--- config.mk ---
export PLATFORM = sky130hd
export DESIGN_NAME = spe_codec
export DESIGN_NICKNAME = d
export VERILOG_FILES = /design/src/rtl/spe_pkg.sv /design/src/rtl/spe_div_if.sv /design/src/rtl/spe_clock_div.sv /design/src/rtl/spe_codec.sv
export SDC_FILE = /design/constraint.sdc
export NUM_CORES = 1
export LEC_CHECK = 0
export BUFFER_PORTS_ARGS = -buffer_cell sky130_fd_sc_hd__clkbuf_2
export CORE_MARGIN = 2
export CORE_UTILIZATION = 50
export DETAILED_ROUTE_END_ITERATION = 6
export PLACE_DENSITY = 0.81
export SKIP_CTS_REPAIR_TIMING = 1
export SYNTH_ARGS = -nofsm -noshare
export SYNTH_HDL_FRONTEND = slang
export SYNTH_HIERARCHICAL = 1
export SYNTH_SLANG_ARGS = --single-unit
--- constraint.sdc ---
create_clock -name clock -period 2.66 [get_ports clock]
set_input_delay 0.399 -clock clock [delete_from_list [all_inputs] [get_ports clock]]
set_output_delay 0.399 -clock clock [all_outputs]
set_load 0.1 [all_outputs]
--- src/rtl/spe_pkg.sv ---
package spe_pkg;

   // ==========================================================
   // clock divider
   // ==========================================================
   localparam int              DIV_W      = 7;
   localparam logic [DIV_W-1:0] DIV_ONE   = 7'h01;
   localparam logic [DIV_W-1:0] DIV_BY_2  = 7'h02;
   localparam logic [DIV_W-1:0] DIV_BY_4  = 7'h04;
   localparam logic [DIV_W-1:0] DIV_BY_6  = 7'h06;
   localparam logic [DIV_W-1:0] DIV_BY_12 = 7'h0c;
   localparam logic [DIV_W-1:0] DIV_BY_24 = 7'h18;
   localparam logic [DIV_W-1:0] DIV_BY_48 = 7'h30;
   localparam logic [DIV_W-1:0] DIV_BY_96 = 7'h60;

   localparam logic [2:0] RATE_115200 = 3'h0;
   localparam logic [2:0] RATE_57600  = 3'h1;
   localparam logic [2:0] RATE_19200  = 3'h2;
   localparam logic [2:0] RATE_9600   = 3'h3;
   localparam logic [2:0] RATE_38400  = 3'h4;
   localparam logic [2:0] RATE_4800   = 3'h5;
   localparam logic [2:0] RATE_2400   = 3'h6;

   // code 3'h7 is not defined; it falls back to the fastest rate
   function automatic logic [DIV_W-1:0] rate_divisor(input logic [2:0] code);
      case (code)
         RATE_115200: rate_divisor = DIV_BY_2;
         RATE_57600:  rate_divisor = DIV_BY_4;
         RATE_19200:  rate_divisor = DIV_BY_12;
         RATE_9600:   rate_divisor = DIV_BY_24;
         RATE_38400:  rate_divisor = DIV_BY_6;
         RATE_4800:   rate_divisor = DIV_BY_48;
         RATE_2400:   rate_divisor = DIV_BY_96;
         default:     rate_divisor = DIV_BY_2;
      endcase
   endfunction

   // ==========================================================
   // symbol timing, in oversampling ticks or crystal cycles
   // ==========================================================
   localparam logic [3:0] BIT_TICKS_M1 = 4'hf;
   localparam logic [4:0] BIT_TICKS    = 5'h10;
   localparam logic [3:0] ENC_DELAY    = 4'h7;
   localparam logic [3:0] ENC_LAST     = 4'h9;
   localparam logic [2:0] MONO_CYCLES  = 3'h6;

   // ==========================================================
   // pins and registers
   // ==========================================================
   localparam int         PIN_N    = 7;
   localparam int         PIN_TXD  = 0;
   localparam int         PIN_ORX  = 1;
   localparam int         PIN_RATE = 2;
   localparam int         PIN_PD   = 5;
   localparam int         PIN_STY  = 6;
   localparam logic [6:0] PIN_IDLE = 7'h03;

   localparam logic [7:0] ADDR_CTRL     = 8'h00;
   localparam logic [7:0] ADDR_STATUS   = 8'h04;
   localparam logic [7:0] ADDR_TX_COUNT = 8'h08;
   localparam logic [7:0] ADDR_RX_COUNT = 8'h0c;

   localparam int CTRL_SOFT_PD = 0;
   localparam int CTRL_CLEAR   = 1;
   localparam int ST_RATE      = 0;
   localparam int ST_PD        = 3;
   localparam int ST_STYLE     = 4;
   localparam int ST_TX_BUSY   = 5;
   localparam int ST_RX_BUSY   = 6;

   typedef enum logic {ENC_IDLE, ENC_BIT} spe_enc_state_type;

endpackage

--- src/rtl/spe_div_if.sv ---
`timescale 1ns/10ps
`default_nettype none
interface spe_div_if;
   logic [2:0] rate_code;
   logic       run;
   logic       tick;
   logic       phase;
   modport divider (input rate_code, input run, output tick, output phase);
   modport user    (output rate_code, output run, input tick, input phase);
endinterface
`default_nettype wire

--- src/rtl/spe_clock_div.sv ---
`timescale 1ns/10ps
`default_nettype none
module spe_clock_div (
   input wire logic  clock,
   input wire logic  reset_n,
   spe_div_if.divider div
);
   logic [spe_pkg::DIV_W-1:0] count_reg;
   logic [spe_pkg::DIV_W-1:0] divisor;

   always_comb begin
      divisor = spe_pkg::rate_divisor(div.rate_code);
   end

   // a rate change mid-period may leave the count above the new end,
   // so the wrap compares with >= rather than ==
   always_ff @(posedge clock) begin
      if (!reset_n || !div.run) begin
         count_reg <= '0;
         div.tick  <= 1'b0;
         div.phase <= 1'b0;
      end else begin
         if (count_reg >= divisor - spe_pkg::DIV_ONE) begin
            count_reg <= '0;
            div.tick  <= 1'b1;
         end else begin
            count_reg <= count_reg + spe_pkg::DIV_ONE;
            div.tick  <= 1'b0;
         end
         div.phase <= (count_reg < (divisor >> 1));
      end
   end

   // ==========================================================
   // checks
   // ==========================================================
   logic [spe_pkg::DIV_W-1:0] gap_reg;
   logic                      gap_ok_reg;
   logic [2:0]                rate_prev_reg;

   always_ff @(posedge clock) begin
      rate_prev_reg <= div.rate_code;
      if (!reset_n || !div.run || rate_prev_reg != div.rate_code) begin
         gap_reg    <= spe_pkg::DIV_ONE;
         gap_ok_reg <= 1'b0;
      end else if (div.tick) begin
         gap_reg    <= spe_pkg::DIV_ONE;
         gap_ok_reg <= 1'b1;
      end else begin
         gap_reg    <= gap_reg + spe_pkg::DIV_ONE;
      end
   end
endmodule
`default_nettype wire

--- src/rtl/spe_codec.sv ---
`timescale 1ns/10ps
`default_nettype none
module spe_codec #(
   parameter int COUNT_W = 16
) (
   input  wire logic        clock,
   input  wire logic        reset_n,
   input  wire logic        uart_tx_in,
   output logic             uart_rx_out,
   input  wire logic        optical_rx_in,
   output logic             optical_tx_out,
   output logic             oversample_clock,
   input  wire logic        rate_code_bit2,
   input  wire logic        rate_code_bit1,
   input  wire logic        rate_code_bit0,
   input  wire logic        power_down_in,
   input  wire logic        pulse_style_sel,
   input  wire logic [7:0]  reg_addr,
   input  wire logic [31:0] reg_wdata,
   input  wire logic        reg_write,
   input  wire logic        reg_read,
   output logic [31:0]      reg_rdata
);
   if (COUNT_W < 1 || COUNT_W > 32) begin : g_bad_width
      $error("COUNT_W must lie between 1 and 32");
   end

   // ==========================================================
   // pin synchronisers: a change counts once stages 2 and 3 agree
   // ==========================================================
   logic [spe_pkg::PIN_N-1:0] pin_raw;
   logic [spe_pkg::PIN_N-1:0] sync1_reg;
   logic [spe_pkg::PIN_N-1:0] sync2_reg;
   logic [spe_pkg::PIN_N-1:0] sync3_reg;
   logic [spe_pkg::PIN_N-1:0] pin_reg;

   assign pin_raw = {pulse_style_sel, power_down_in, rate_code_bit2,
                     rate_code_bit1, rate_code_bit0, optical_rx_in,
                     uart_tx_in};

   for (genvar i = 0; i < spe_pkg::PIN_N; i++) begin : g_sync
      always_ff @(posedge clock) begin
         if (!reset_n) begin
            sync1_reg[i] <= spe_pkg::PIN_IDLE[i];
            sync2_reg[i] <= spe_pkg::PIN_IDLE[i];
            sync3_reg[i] <= spe_pkg::PIN_IDLE[i];
            pin_reg[i]   <= spe_pkg::PIN_IDLE[i];
         end else begin
            sync1_reg[i] <= pin_raw[i];
            sync2_reg[i] <= sync1_reg[i];
            sync3_reg[i] <= sync2_reg[i];
            if (sync2_reg[i] == sync3_reg[i]) begin
               pin_reg[i] <= sync3_reg[i];
            end
         end
      end
   end

   logic       txd;
   logic       orx;
   logic [2:0] rate_code;
   logic       style_mono;
   logic       soft_pd_reg;
   logic       pd_active_reg;

   assign txd        = pin_reg[spe_pkg::PIN_TXD];
   assign orx        = pin_reg[spe_pkg::PIN_ORX];
   assign rate_code  = pin_reg[spe_pkg::PIN_RATE +: 3];
   assign style_mono = pin_reg[spe_pkg::PIN_STY];

   always_ff @(posedge clock) begin
      if (!reset_n) begin
         pd_active_reg <= 1'b0;
      end else begin
         pd_active_reg <= pin_reg[spe_pkg::PIN_PD] | soft_pd_reg;
      end
   end

   // ==========================================================
   // oversampling clock
   // ==========================================================
   spe_div_if div_bus ();
   logic      tick;

   assign div_bus.rate_code = rate_code;
   assign div_bus.run       = !pd_active_reg;
   assign tick              = div_bus.tick;

   spe_clock_div u_div (
      .clock   (clock),
      .reset_n (reset_n),
      .div     (div_bus.divider)
   );

   always_ff @(posedge clock) begin
      if (!reset_n) begin
         oversample_clock <= 1'b0;
      end else begin
         oversample_clock <= div_bus.phase;
      end
   end

   // ==========================================================
   // encoder
   // ==========================================================
   spe_pkg::spe_enc_state_type enc_state_reg;
   logic [3:0]                 enc_cnt_reg;
   logic [3:0]                 enc_cnt_next;
   logic                       enc_prev_reg;
   logic                       enc_mod_reg;

   assign enc_cnt_next = enc_cnt_reg + 4'h1;

   // an idle-low transmit line (broken) is not silent: it counts as high
   // after reset or power-down, starts a bit, then pulses every bit
   always_ff @(posedge clock) begin
      if (!reset_n || pd_active_reg) begin
         enc_state_reg <= spe_pkg::ENC_IDLE;
         enc_cnt_reg   <= '0;
         enc_prev_reg  <= 1'b1;
         enc_mod_reg   <= 1'b0;
      end else if (tick) begin
         enc_prev_reg <= txd;
         case (enc_state_reg)
            spe_pkg::ENC_IDLE: begin
               enc_mod_reg <= 1'b0;
               enc_cnt_reg <= '0;
               if (enc_prev_reg && !txd) begin
                  enc_state_reg <= spe_pkg::ENC_BIT;
               end
            end
            spe_pkg::ENC_BIT: begin
               if (enc_cnt_reg == spe_pkg::BIT_TICKS_M1) begin
                  enc_cnt_reg <= '0;
                  enc_mod_reg <= 1'b0;
                  if (txd) begin
                     enc_state_reg <= spe_pkg::ENC_IDLE;
                  end
               end else begin
                  enc_cnt_reg <= enc_cnt_next;
                  enc_mod_reg <= enc_cnt_next >= spe_pkg::ENC_DELAY &&
                                 enc_cnt_next <= spe_pkg::ENC_LAST;
               end
            end
            default: begin
               enc_state_reg <= spe_pkg::ENC_IDLE;
            end
         endcase
      end
   end

   // ==========================================================
   // monoshot and transmit output
   // ==========================================================
   logic       mod_prev_reg;
   logic [2:0] mono_cnt_reg;

   always_ff @(posedge clock) begin
      if (!reset_n || pd_active_reg) begin
         mod_prev_reg <= 1'b0;
         mono_cnt_reg <= '0;
      end else begin
         mod_prev_reg <= enc_mod_reg;
         if (enc_mod_reg && !mod_prev_reg) begin
            mono_cnt_reg <= spe_pkg::MONO_CYCLES;
         end else if (mono_cnt_reg != 3'h0) begin
            mono_cnt_reg <= mono_cnt_reg - 3'h1;
         end
      end
   end

   always_ff @(posedge clock) begin
      if (!reset_n || pd_active_reg) begin
         optical_tx_out <= 1'b0;
      end else if (style_mono) begin
         optical_tx_out <= mono_cnt_reg != 3'h0;
      end else begin
         optical_tx_out <= enc_mod_reg;
      end
   end

   // ==========================================================
   // decoder
   // ==========================================================
   // a receive pulse can be shorter than a slow tick, so the edge is
   // caught at crystal rate and held until the next tick
   logic       orx_prev_reg;
   logic       orx_fall;
   logic       rx_pend_reg;
   logic [4:0] dec_cnt_reg;

   assign orx_fall = orx_prev_reg && !orx;

   always_ff @(posedge clock) begin
      if (!reset_n || pd_active_reg) begin
         orx_prev_reg <= 1'b1;
         rx_pend_reg  <= 1'b0;
         dec_cnt_reg  <= '0;
         uart_rx_out  <= 1'b1;
      end else begin
         orx_prev_reg <= orx;
         if (orx_fall) begin
            rx_pend_reg <= 1'b1;
         end else if (tick) begin
            rx_pend_reg <= 1'b0;
         end
         if (tick && rx_pend_reg) begin
            dec_cnt_reg <= spe_pkg::BIT_TICKS;
         end else if (tick && dec_cnt_reg != 5'h00) begin
            dec_cnt_reg <= dec_cnt_reg - 5'h01;
         end
         uart_rx_out <= dec_cnt_reg == 5'h00;
      end
   end

   // ==========================================================
   // registers
   // ==========================================================
   logic [COUNT_W-1:0] tx_count_reg;
   logic [COUNT_W-1:0] rx_count_reg;
   logic               clear_req;

   assign clear_req = reg_write && reg_addr == spe_pkg::ADDR_CTRL &&
                      reg_wdata[spe_pkg::CTRL_CLEAR];

   always_ff @(posedge clock) begin
      if (!reset_n) begin
         soft_pd_reg <= 1'b0;
      end else if (reg_write && reg_addr == spe_pkg::ADDR_CTRL) begin
         soft_pd_reg <= reg_wdata[spe_pkg::CTRL_SOFT_PD];
      end
   end

   // a pulse in the clearing cycle is still counted
   always_ff @(posedge clock) begin
      if (!reset_n) begin
         tx_count_reg <= '0;
         rx_count_reg <= '0;
      end else begin
         if (enc_mod_reg && !mod_prev_reg) begin
            tx_count_reg <= clear_req ? COUNT_W'(1) : tx_count_reg + 1'b1;
         end else if (clear_req) begin
            tx_count_reg <= '0;
         end
         if (orx_fall && !pd_active_reg) begin
            rx_count_reg <= clear_req ? COUNT_W'(1) : rx_count_reg + 1'b1;
         end else if (clear_req) begin
            rx_count_reg <= '0;
         end
      end
   end

   always_ff @(posedge clock) begin
      if (!reset_n || !reg_read) begin
         reg_rdata <= '0;
      end else begin
         case (reg_addr)
            spe_pkg::ADDR_CTRL: begin
               reg_rdata <= {31'h0000_0000, soft_pd_reg};
            end
            spe_pkg::ADDR_STATUS: begin
               reg_rdata <= {25'h000_0000, dec_cnt_reg != 5'h00,
                             enc_state_reg == spe_pkg::ENC_BIT,
                             style_mono, pd_active_reg, rate_code};
            end
            spe_pkg::ADDR_TX_COUNT: begin
               reg_rdata <= 32'(tx_count_reg);
            end
            spe_pkg::ADDR_RX_COUNT: begin
               reg_rdata <= 32'(rx_count_reg);
            end
            default: begin
               reg_rdata <= '0;
            end
         endcase
      end
   end

   logic [5:0] rise_gap_reg;
   logic [5:0] low_ticks_reg;

   always_ff @(posedge clock) begin
      if (!reset_n || pd_active_reg) begin
         rise_gap_reg  <= 6'h3f;
         low_ticks_reg <= '0;
      end else begin
         if (enc_mod_reg && !mod_prev_reg) begin
            rise_gap_reg <= '0;
         end else if (tick && rise_gap_reg != 6'h3f) begin
            rise_gap_reg <= rise_gap_reg + 6'h01;
         end
         if (uart_rx_out) begin
            low_ticks_reg <= '0;
         end else if (tick && low_ticks_reg != 6'h3f) begin
            low_ticks_reg <= low_ticks_reg + 6'h01;
         end
      end
   end
endmodule
`default_nettype wire

==> metrics.md, run 1 <==
| Metric | Value |
|---|---|
| Sw frac | `0.299` |
| Max Root-Sink Buffers | `2` |
| CP cell instances | `nand3_1 > o21ai_0 > inv_1 > ha_2 > a21oi_1 > nor2_1 > a21oi_1 > ha_1 > a21oi_1 > nand2_1 > a2111o_1 > a21oi_1` |
| Yosys warnings | `6` |
| Worst-path maximum fanout | `8` |
| Comb power frac | `0.120` |
| Area of the mapped netlist | `just under 5000 um2` |
| Clk sink count | `108` |
| Sw Pwr | `around 0.91 mW` |
| Yosys top cell area share | `0.449` |
| TritonCTS clock tree | `built` |
| N_diodes | `0` |
| Slew HR | `0.566` |
| Most frequent CP cell | `a21oi_1` |
| Commonest non-fill, non-tap cell in the layout | `dfxtp_1` |
| PortBufs | `39` |
| Area delta synth->final | `9.85%` |
| Status | `finished clean` |
| Worst EP arrival | `~2800 ps` |
| Sequential cell area | `2170 um2` |
| Synth Flop Type | `dfxtp_1` |
| I/O pin total | `86` |
| Worst Setup Start Kind | `flop` |
| EDFF count, synth | `0` |
| Post-layout min period | `approximately 2400 ps` |
| Fin. Hold Viols | `0` |
| Pint | `2.14 mW` |
| First-pass GRT wire length | `between 15 and 20 mm` |
| Peak VDD IR | `around 0.46 mV` |
| Req. time, crit path | `just under 3000 ps` |
| Clk pin slew, worst setup/hold paths | `110 ps` |
| Iteration-0 DRC Markers | `around 180` |
| Pin count of the biggest net entering global routing | `31` |
| Row cnt | `35` |
| Slew Limit Fails | `0` |
| Final setup violation count | `0` |
| Sequential share of power | `0.565` |
| Most frequent cells in the layout | `105 x dfxtp_1, 61 x nor2_1, 40 x nand2_1` |
| Ys async rst share | `0` |
| H-tree depth | `3` |
| Leakage | `between 1.5 and 2 nW` |
| Pwr/cell area | `578 nW/um2` |
| Worst Setup End Kind | `flop` |
| Final antenna-violating net count | `0` |
| Share of cells above drive strength 1 | `0.142` |
| TritonRoute pass-1 iters | `4` |
| Clk_skew | `around 14 ps` |
| Tcrit/Tclk final | `0.920` |
| Final #Nets | `between 600 and 700` |
| Netlist cell types | `55` |
| Clk pwr share | `0.315` |
| Worst Path Buf+Inv | `1` |
| Initial antenna violation count | `0` |
| Ranking of synthesized cells by area | `dfxtp_1 45%, ha_1 5.5%, nor2_1 4.8%` |
| Mean Syn Cell Area | `between 8 and 9 um2` |
| Worst-Margin Slew | `roughly 650 ps` |
| Clk Latency, worst-skew pair | `~370 ps` |
| CP Class | `reg2reg` |
| Routability cong. | `0.858` |
| Cell taking the most area after synthesis | `dfxtp_1` |
| Multi-input gate area | `between 2000 and 2500 um2` |
| Max-Cap Viols | `0` |
| DRT Wirelength | `just over 9 mm` |
| Vias | `around 3700` |
| Slowest-stage cell, CP | `a2111o_1` |
| Hold WS | `roughly 200 ps` |
| FMAX | `~410 MHz` |
| Final setup TNS | `0 ps` |
| RSZ-0062 raised after global routing | `false` |
| Core area | `between 9000 and 10000 um2` |
| #FFs+latches synth | `approximately 110` |
| Via-to-Cell Ratio | `between 5 and 6` |
| Hold crit path type | `in2reg` |
| CP peak stage delay | `~480 ps` |
| Cells after Synth | `535` |
| Clk root buf | `clkbuf_8` |
| Die X | `around 100 um` |
| Dominant delay contributor by cell family on the critical path | `compound AO/OA/AOI/OAI gates` |
| Total grt overflow | `0` |
| Die Ht | `about 100 um` |
| TritonCTS buffer count | `9` |
| Die area | `10400 um2` |
| Final routed DRC violation total | `0` |
| # fillers | `between 800 and 900` |
| DR WL/cell | `around 13 um` |
| Starting Density | `0.518` |
| Register area share after synthesis | `0.449` |
| Vias in the first global route | `about 3400` |
| Hpwl dp | `between 6 and 7 mm` |
| Total track usage | `0.186` |
## metal layers
layer / share of wire / wire length, um / GRT usage
met3: 0.047 / 428 / 0.0383
met2: 0.48 / 4330 / 0.306
met1: 0.47 / 4220 / 0.246
met5: 0 / 0 / 0
met4: 0.010 / 93 / 0.0574
## cell type report
| class | instances | share of cell area |
|---|---|---|
| clock buffer | 9 | 0.0234 |
| clock inverter | 7 | 0.0123 |
| timing repair buffer | 48 | 0.0521 |
| tap | 129 | 0.0305 |
| multi-input combinational | 386 | 0.459 |
| sequential | 108 | 0.410 |
| inverter | 19 | 0.0135 |
## final timing paths
kind / cells after the start / slack (ps) / start / to
worst max register to register: 12 / 210 / div_bus.rate_code[1] / u_div/count_reg[6]
worst min register to register: 1 / 420 / sync1_reg[1] / sync2_reg[1]
worst max-delay path: 12 / 210 / div_bus.rate_code[1] / u_div/count_reg[6]
worst min-delay path: 2 / 200 / uart_tx_in / sync1_reg[0]
## kinds of logic (layout without fill, tap and decap cells)
group,after synthesis,in the layout,synth area share
AND/OR/NAND/NOR,216,216,0.232
flip-flops,108,108,0.449
AO/OA/AOI/OAI,87,87,0.114
buffers and inverters,56,83,0.0593
XOR/XNOR,34,34,0.0619
adder cells (fa/ha/maj),21,21,0.0546
multiplexers,12,12,0.0289
other,1,16,0.000779
## power groups by stage
stage               sequential, mW  combinational [mW]  clock, mW
finish                        1.73               0.368      0.961
global route                  1.74               0.404       1.06
CTS                           1.73               0.367      0.986
detailed placement            1.76               0.365          0
global placement              1.76               0.357          0
floorplan                     1.76               0.304          0
## synth_stat cells, types with 10 or more instances
master / number
nand2_1: 40
and2_1: 17
or3_1: 10
clkbuf_1: 15
nand2b_1: 10
nand3_1: 21
ha_1: 21
a21oi_1: 25
xnor2_1: 21
dfxtp_1: 108
nor2_1: 61
inv_1: 19
buf_4: 19
a22oi_1: 16
nand4_1: 11
xor2_1: 13
o21ai_0: 22
## through the flow
step           cell area (um2)  std cells   util  worst slack [ps]  power, mW
5_1_grt                   5290        706  0.570              24.0       3.20
3_3_place_gp              5090        690  0.549               176       2.12
6_report                  5290        706  0.570               212       3.05
2_1_floorplan             4870        550      -              76.1       2.07
3_5_place_dp              5090        690  0.549              80.4       2.13
4_1_cts                   5280        706  0.569              52.3       3.08
Note: power is estimated with default switching activity, not from simulation.
==> run 2, diff against run 1 <==
- CORE_ASPECT_RATIO: unset -> 0.8
==> run 2 against run 1 <==
Net effect:
- utilization up 1.6 points
- largest power group unchanged
- design area up 1.8%
- critical endpoint unchanged
- sequential cell count unchanged
- clock skew down 8.0 ps
==> metrics.md, run 2 (synthesis results as in run 1) <==
| Metric | Value |
|---|---|
| Most frequent cells in the layout | `105 x dfxtp_1, 61 x nor2_1, 40 x nand2_1` |
| Worst Path Buf+Inv | `0 (-1)` |
| CP cell instances | `xor2_1 > o21ai_1 > ha_2 > nand2_1 > o21ai_0 > a21oi_1 > ha_1 > a21oi_1 > nand2_1 > a2111o_1 > a21oi_1` |
| Worst EP arrival | `2790 ps (+30 ps)` |
| Area delta synth->final | `11.8%` |
| TritonCTS clock tree | `built` |
| Worst-path maximum fanout | `7 (-1)` |
| Tcrit/Tclk final | `0.942 (+0.0214)` |
| Via-to-Cell Ratio | `5.46 (+3.1%)` |
| Total grt overflow | `0 (unchanged)` |
| Worst Setup Start Kind | `flop` |
| Hpwl dp | `7.19 mm (+6.3%)` |
| Die area | `10400 um2 (about the same)` |
| Starting Density | `0.524 (+0.00515)` |
| Iteration-0 DRC Markers | `229 (+27%)` |
| Share of cells above drive strength 1 | `0.141 (-0.00124)` |
| Vias in the first global route | `3504 (+3.1%)` |
| First-pass GRT wire length | `16.3 mm (+5.1%)` |
| DR WL/cell | `14.3 um (+12%)` |
| Max Root-Sink Buffers | `2 (unchanged)` |
| Clk pin slew, worst setup/hold paths | `70 ps (-40 ps)` |
| N_diodes | `0 (unchanged)` |
| Slew Limit Fails | `0 (unchanged)` |
| Core area | `9190 um2 (-0.98%)` |
| CP peak stage delay | `490 ps (about the same)` |
| Post-Layout Cell Count | `690 (-2.3%)` |
| Dominant delay contributor by cell family on the critical path | `compound AO/OA/AOI/OAI gates` |
| TritonCTS buffer count | `9 (unchanged)` |
| Clk_skew | `5.48 ps (-8.03 ps)` |
| Fin. Hold Viols | `0 (unchanged)` |
| Pwr Total | `3.44 mW (+13%)` |
| Status | `finished clean` |
| Pin count of the biggest net entering global routing | `33 (+6.5%)` |
| Slew HR | `0.498 (-0.0674)` |
| Hold crit path type | `in2reg` |
| Final setup violation count | `0 (unchanged)` |
| Row cnt | `31 (-11%)` |
| Die Ht | `91.8 um (-10%)` |
| Final #Nets | `643 (-0.16%)` |
| TritonRoute pass-1 iters | `4 (unchanged)` |
| Initial antenna violation count | `0 (unchanged)` |
| Vias | `3765 (+0.80%)` |
| Max-Cap Viols | `0 (unchanged)` |
| Die X | `114 um (+11%)` |
| Worst-Margin Slew | `751 ps (+101 ps)` |
| I/O pin total | `86 (unchanged)` |
| CP Class | `reg2reg` |
| PortBufs | `39 (unchanged)` |
| Final antenna-violating net count | `0 (unchanged)` |
| Peak VDD IR | `0.412 mV (-11%)` |
| Worst Setup End Kind | `flop` |
| Leakage | `2.01 nW (+2.4%)` |
| Slowest-stage cell, CP | `a2111o_1` |
| Commonest non-fill, non-tap cell in the layout | `dfxtp_1` |
| Dpl ws | `1.62 ps (-78.8 ps)` |
| DRT Wirelength | `9.90 mm (+9.1%)` |
| Most frequent CP cell | `a21oi_1` |
| Final routed DRC violation total | `0 (unchanged)` |
| Req. time, crit path | `2940 ps (-30 ps)` |
| Routability cong. | `0.836 (-2.5%)` |
| Post-layout min period | `2500 ps (+56.8 ps)` |
| Clk root buf | `clkbuf_16` |
| FMAX | `399 MHz (-2.3%)` |
| H-tree depth | `3 (unchanged)` |
| Clk Latency, worst-skew pair | `350 ps (-20 ps)` |
| RSZ-0062 raised after global routing | `false` |
| Total track usage | `0.197 (+0.0115)` |
| Pwr/cell area | `640 nW/um2 (+11%)` |
| Final setup TNS | `0 ps (unchanged)` |
| Post-placement cell count | `675 (-2.2%)` |
| Slack of the critical path | `156 ps (-56.8 ps)` |
| Clk sink count | `108 (unchanged)` |
## run 2: changes by cell type in the layout (fill, tap and decap cells not counted)
cell | previous run | this run
dfxtp_2 | 3 | 2
bufinv_16 | 0 | 1
o21ai_2 | 0 | 1
dfxtp_4 | 0 | 1
inv_6 | 2 | 0
clkbuf_16 | 0 | 9
o21ai_0 | 21 | 20
buf_4 | 8 | 7
clkbuf_8 | 9 | 2
clkinv_2 | 1 | 2
inv_8 | 3 | 0
## run 2: power by group
| group | internal, mW | leakage [nW] | switching [mW] |
|---|---|---|---|
| logic | 0.109 | 0.981 | 0.263 |
| registers | 1.66 | 0.877 | 0.0640 |
| clock network | 0.774 | 0.151 | 0.570 |
## run 2: per-layer routing
metal | track usage | vias up | routed length (um)
met2 | 0.335 | 94 | 4800
li1 | - | 1884 | -
met1 | 0.245 | 1772 | 4400
met5 | 0 | - | 0
met3 | 0.0463 | 15 | 541
met4 | 0.0722 | 0 | 161
## run 2: worst register-to-register path: stages (launching register included)
cell and delay (ps):
dfxtp_2 350, xor2_1 180, o21ai_1 200, ha_2 260, nand2_1 60, o21ai_0 70
a21oi_1 90, ha_1 320, a21oi_1 160, nand2_1 100, a2111o_1 490, a21oi_1 150
## run 2: path summary, 6_finish.rpt
kind / start / end / slack, ps / cells after the start
hold / removal: optical_rx_in / sync1_reg[1] / 240 / 2
hold reg to reg: sync1_reg[1] / sync2_reg[1] / 420 / 1
setup / recovery: div_bus.rate_code[0] / u_div/count_reg[6] / 160 / 11
setup reg to reg: div_bus.rate_code[0] / u_div/count_reg[6] / 160 / 11
## run 2: final cells by class
| type | instances | area [um2] |
|---|---|---|
| fillers | 786 | 3810 |
| multi-input cells | 386 | 2430 |
| flip-flops and latches | 108 | 2170 |
| repair buffers | 47 | 268 |
| clock buffers | 11 | 253 |
| well taps | 115 | 144 |
| inverters | 19 | 71.3 |
| clock inverters | 4 | 48.8 |
## run 2: through the flow
step                      cell area [um2]   util  hold slack [ps]
after floorplan                      4870      -              386
after global placement               5070  0.551              393
after detailed placement             5070  0.551              415
after CTS                            5370  0.584              231
after global routing                 5380  0.585              233
final                                5380  0.585              237
==> run 3, diff against run 2 <==
- CORE_UTILIZATION: 50 -> 40
- PLACE_DENSITY: 0.81 -> 0.68
==> run 3 against run 2 <==
Net effect:
- critical endpoint unchanged
- non-clock buffer count is 1 higher
- power grew 0.25%
- setup slack gained 43 ps
- global-route usage shrank 4.0 points
- final cell count increased by 5.1%
- fmax grew 1.7%
- utilization down 12 points
- via count down 0.96%
- worst hold slack got worse by 8.6 ps
- largest power group unchanged
- wire length is 2.5% lower
- clock power hardly changed
==> metrics.md, run 3 (synthesis results as in run 1) <==
| Metric | Value |
|---|---|
| Leakage | `2.00 nW (-0.24%)` |
| Commonest non-fill, non-tap cell in the layout | `dfxtp_1` |
| Final routed DRC violation total | `0 (unchanged)` |
| H-tree depth | `3 (unchanged)` |
| TritonCTS buffer count | `9 (unchanged)` |
| TritonCTS clock tree | `built` |
| Worst EP arrival | `2740 ps (-50 ps)` |
| Final #Nets | `644 (+0.16%)` |
| First-pass GRT wire length | `16.4 mm (about the same)` |
| Hpwl dp | `7.04 mm (-2.1%)` |
| Worst-Margin Slew | `746 ps (-4.58 ps)` |
| Clk_skew | `8.48 ps (+2.99 ps)` |
| FMAX | `406 MHz (+1.7%)` |
| Core area | `11600 um2 (+26%)` |
| Die area | `12900 um2 (+24%)` |
| Vias in the first global route | `3428 (-2.2%)` |
| Final setup violation count | `0 (unchanged)` |
| Clk root buf | `clkbuf_16` |
| Slack of the critical path | `199 ps (+43.0 ps)` |
| Routability cong. | `0.802 (-4.1%)` |
| Die Ht | `102 um (+11%)` |
| Starting Density | `0.415 (-0.109)` |
| N_diodes | `0 (unchanged)` |
| Most frequent cells in the layout | `105 x dfxtp_1, 61 x nor2_1, 40 x nand2_1` |
| Clk Latency, worst-skew pair | `350 ps (about the same)` |
| Fin util | `0.468 (-0.117)` |
| Fin. Hold Viols | `0 (unchanged)` |
| Peak VDD IR | `0.423 mV (+2.9%)` |
| Status | `finished clean` |
| Dpl ws | `26.8 ps (+25.2 ps)` |
| Area delta synth->final | `12.9%` |
| CP Class | `reg2reg` |
| Hold crit path type | `in2reg` |
| Hold WS | `229 ps (-8.59 ps)` |
| Final antenna-violating net count | `0 (unchanged)` |
| Via-to-Cell Ratio | `5.14 (-5.7%)` |
| Clk sink count | `108 (unchanged)` |
| Slew Limit Fails | `0 (unchanged)` |
| Multi-input gate area | `2430 um2 (+0.15%)` |
| Row cnt | `35 (+13%)` |
| Worst-path maximum fanout | `8 (+1)` |
| Slew HR | `0.501 (+0.00306)` |
| # fillers | `1084 (+38%)` |
| Worst Setup Start Kind | `flop` |
| Iteration-0 DRC Markers | `211 (-7.9%)` |
| I/O pin total | `86 (unchanged)` |
| Post-layout min period | `2460 ps (-43.0 ps)` |
| Die X | `127 um (+11%)` |
| Max Root-Sink Buffers | `2 (unchanged)` |
| Req. time, crit path | `2940 ps (about the same)` |
| Pwr Total | `3.45 mW (+0.25%)` |
| DRT Wirelength | `9.65 mm (-2.5%)` |
| RSZ-0062 raised after global routing | `false` |
| Worst Setup End Kind | `flop` |
| Total grt overflow | `0 (unchanged)` |
| Clk pin slew, worst setup/hold paths | `70 ps (about the same)` |
| Max-Cap Viols | `0 (unchanged)` |
| Total track usage | `0.157 (-0.0400)` |
| Initial antenna violation count | `0 (unchanged)` |
| Vias | `3729 (-0.96%)` |
| Pwr/cell area | `636 nW/um2 (-0.70%)` |
| TritonRoute pass-1 iters | `5 (+1)` |
| PortBufs | `39 (unchanged)` |
| Tcrit/Tclk final | `0.925 (-0.0162)` |
| DR WL/cell | `13.3 um (-7.2%)` |
| Sequential cell area | `2170 um2 (unchanged)` |
| Share of cells above drive strength 1 | `0.144 (+0.00298)` |
| Pin count of the biggest net entering global routing | `32 (-3.0%)` |
==> run 3: worst paths after layout <==
path                                      startpoint                  to  slack (ps)  cells after the start
worst max-delay path            div_bus.rate_code[0]  u_div/count_reg[6]         200                     10
worst min-delay path                      uart_tx_in        sync1_reg[0]         230                      2
worst max register to register  div_bus.rate_code[0]  u_div/count_reg[6]         200                     10
worst min register to register          sync1_reg[1]        sync2_reg[1]         410                      1
==> run 3: critical path, cell delays in order (launching register included) <==
cell and delay, ps:
dfxtp_4 370, xor2_2 180, o21ai_1 190, ha_2 260, o21ai_0 110, a21oi_1 170
ha_1 280, a21oi_1 150, nand2_1 80, a2111o_1 470, a21oi_1 140
==> run 3: routing by layer <==
| metal | global-route usage | vias to the layer above | wire length [um] |
|---|---|---|---|
| met4 | 0.0482 | 0 | 152 |
| met2 | 0.246 | 85 | 4200 |
| met5 | 0 | - | 0 |
| met3 | 0.0435 | 13 | 515 |
| li1 | - | 1887 | - |
| met1 | 0.214 | 1744 | 4780 |
==> run 3: power by group <==
part           total [mW]  internal, mW  leakage, nW  switching [mW]
clock network        1.36         0.737        0.144           0.620
logic               0.369         0.109        0.984           0.260
registers            1.73          1.66        0.877          0.0642
==> run 3: stage by stage <==
step | area, um2 | TNS [ps] | cells
6_report | 5430 | 0 | 725
5_1_grt | 5430 | 0 | 725
4_1_cts | 5420 | -2.74 | 725
3_5_place_dp | 5120 | 0 | 709
3_3_place_gp | 5120 | 0 | 709
2_1_floorplan | 4870 | 0 | 550
==> run 3: layout make-up <==
| cell class | instances | share of cell area |
|---|---|---|
| clock buffers | 9 | 0.0415 |
| clock inverters | 7 | 0.0138 |
| inverters | 19 | 0.0131 |
| multi-input cells | 386 | 0.448 |
| flip-flops and latches | 108 | 0.399 |
| well taps | 148 | 0.0341 |
| repair buffers | 48 | 0.0507 |
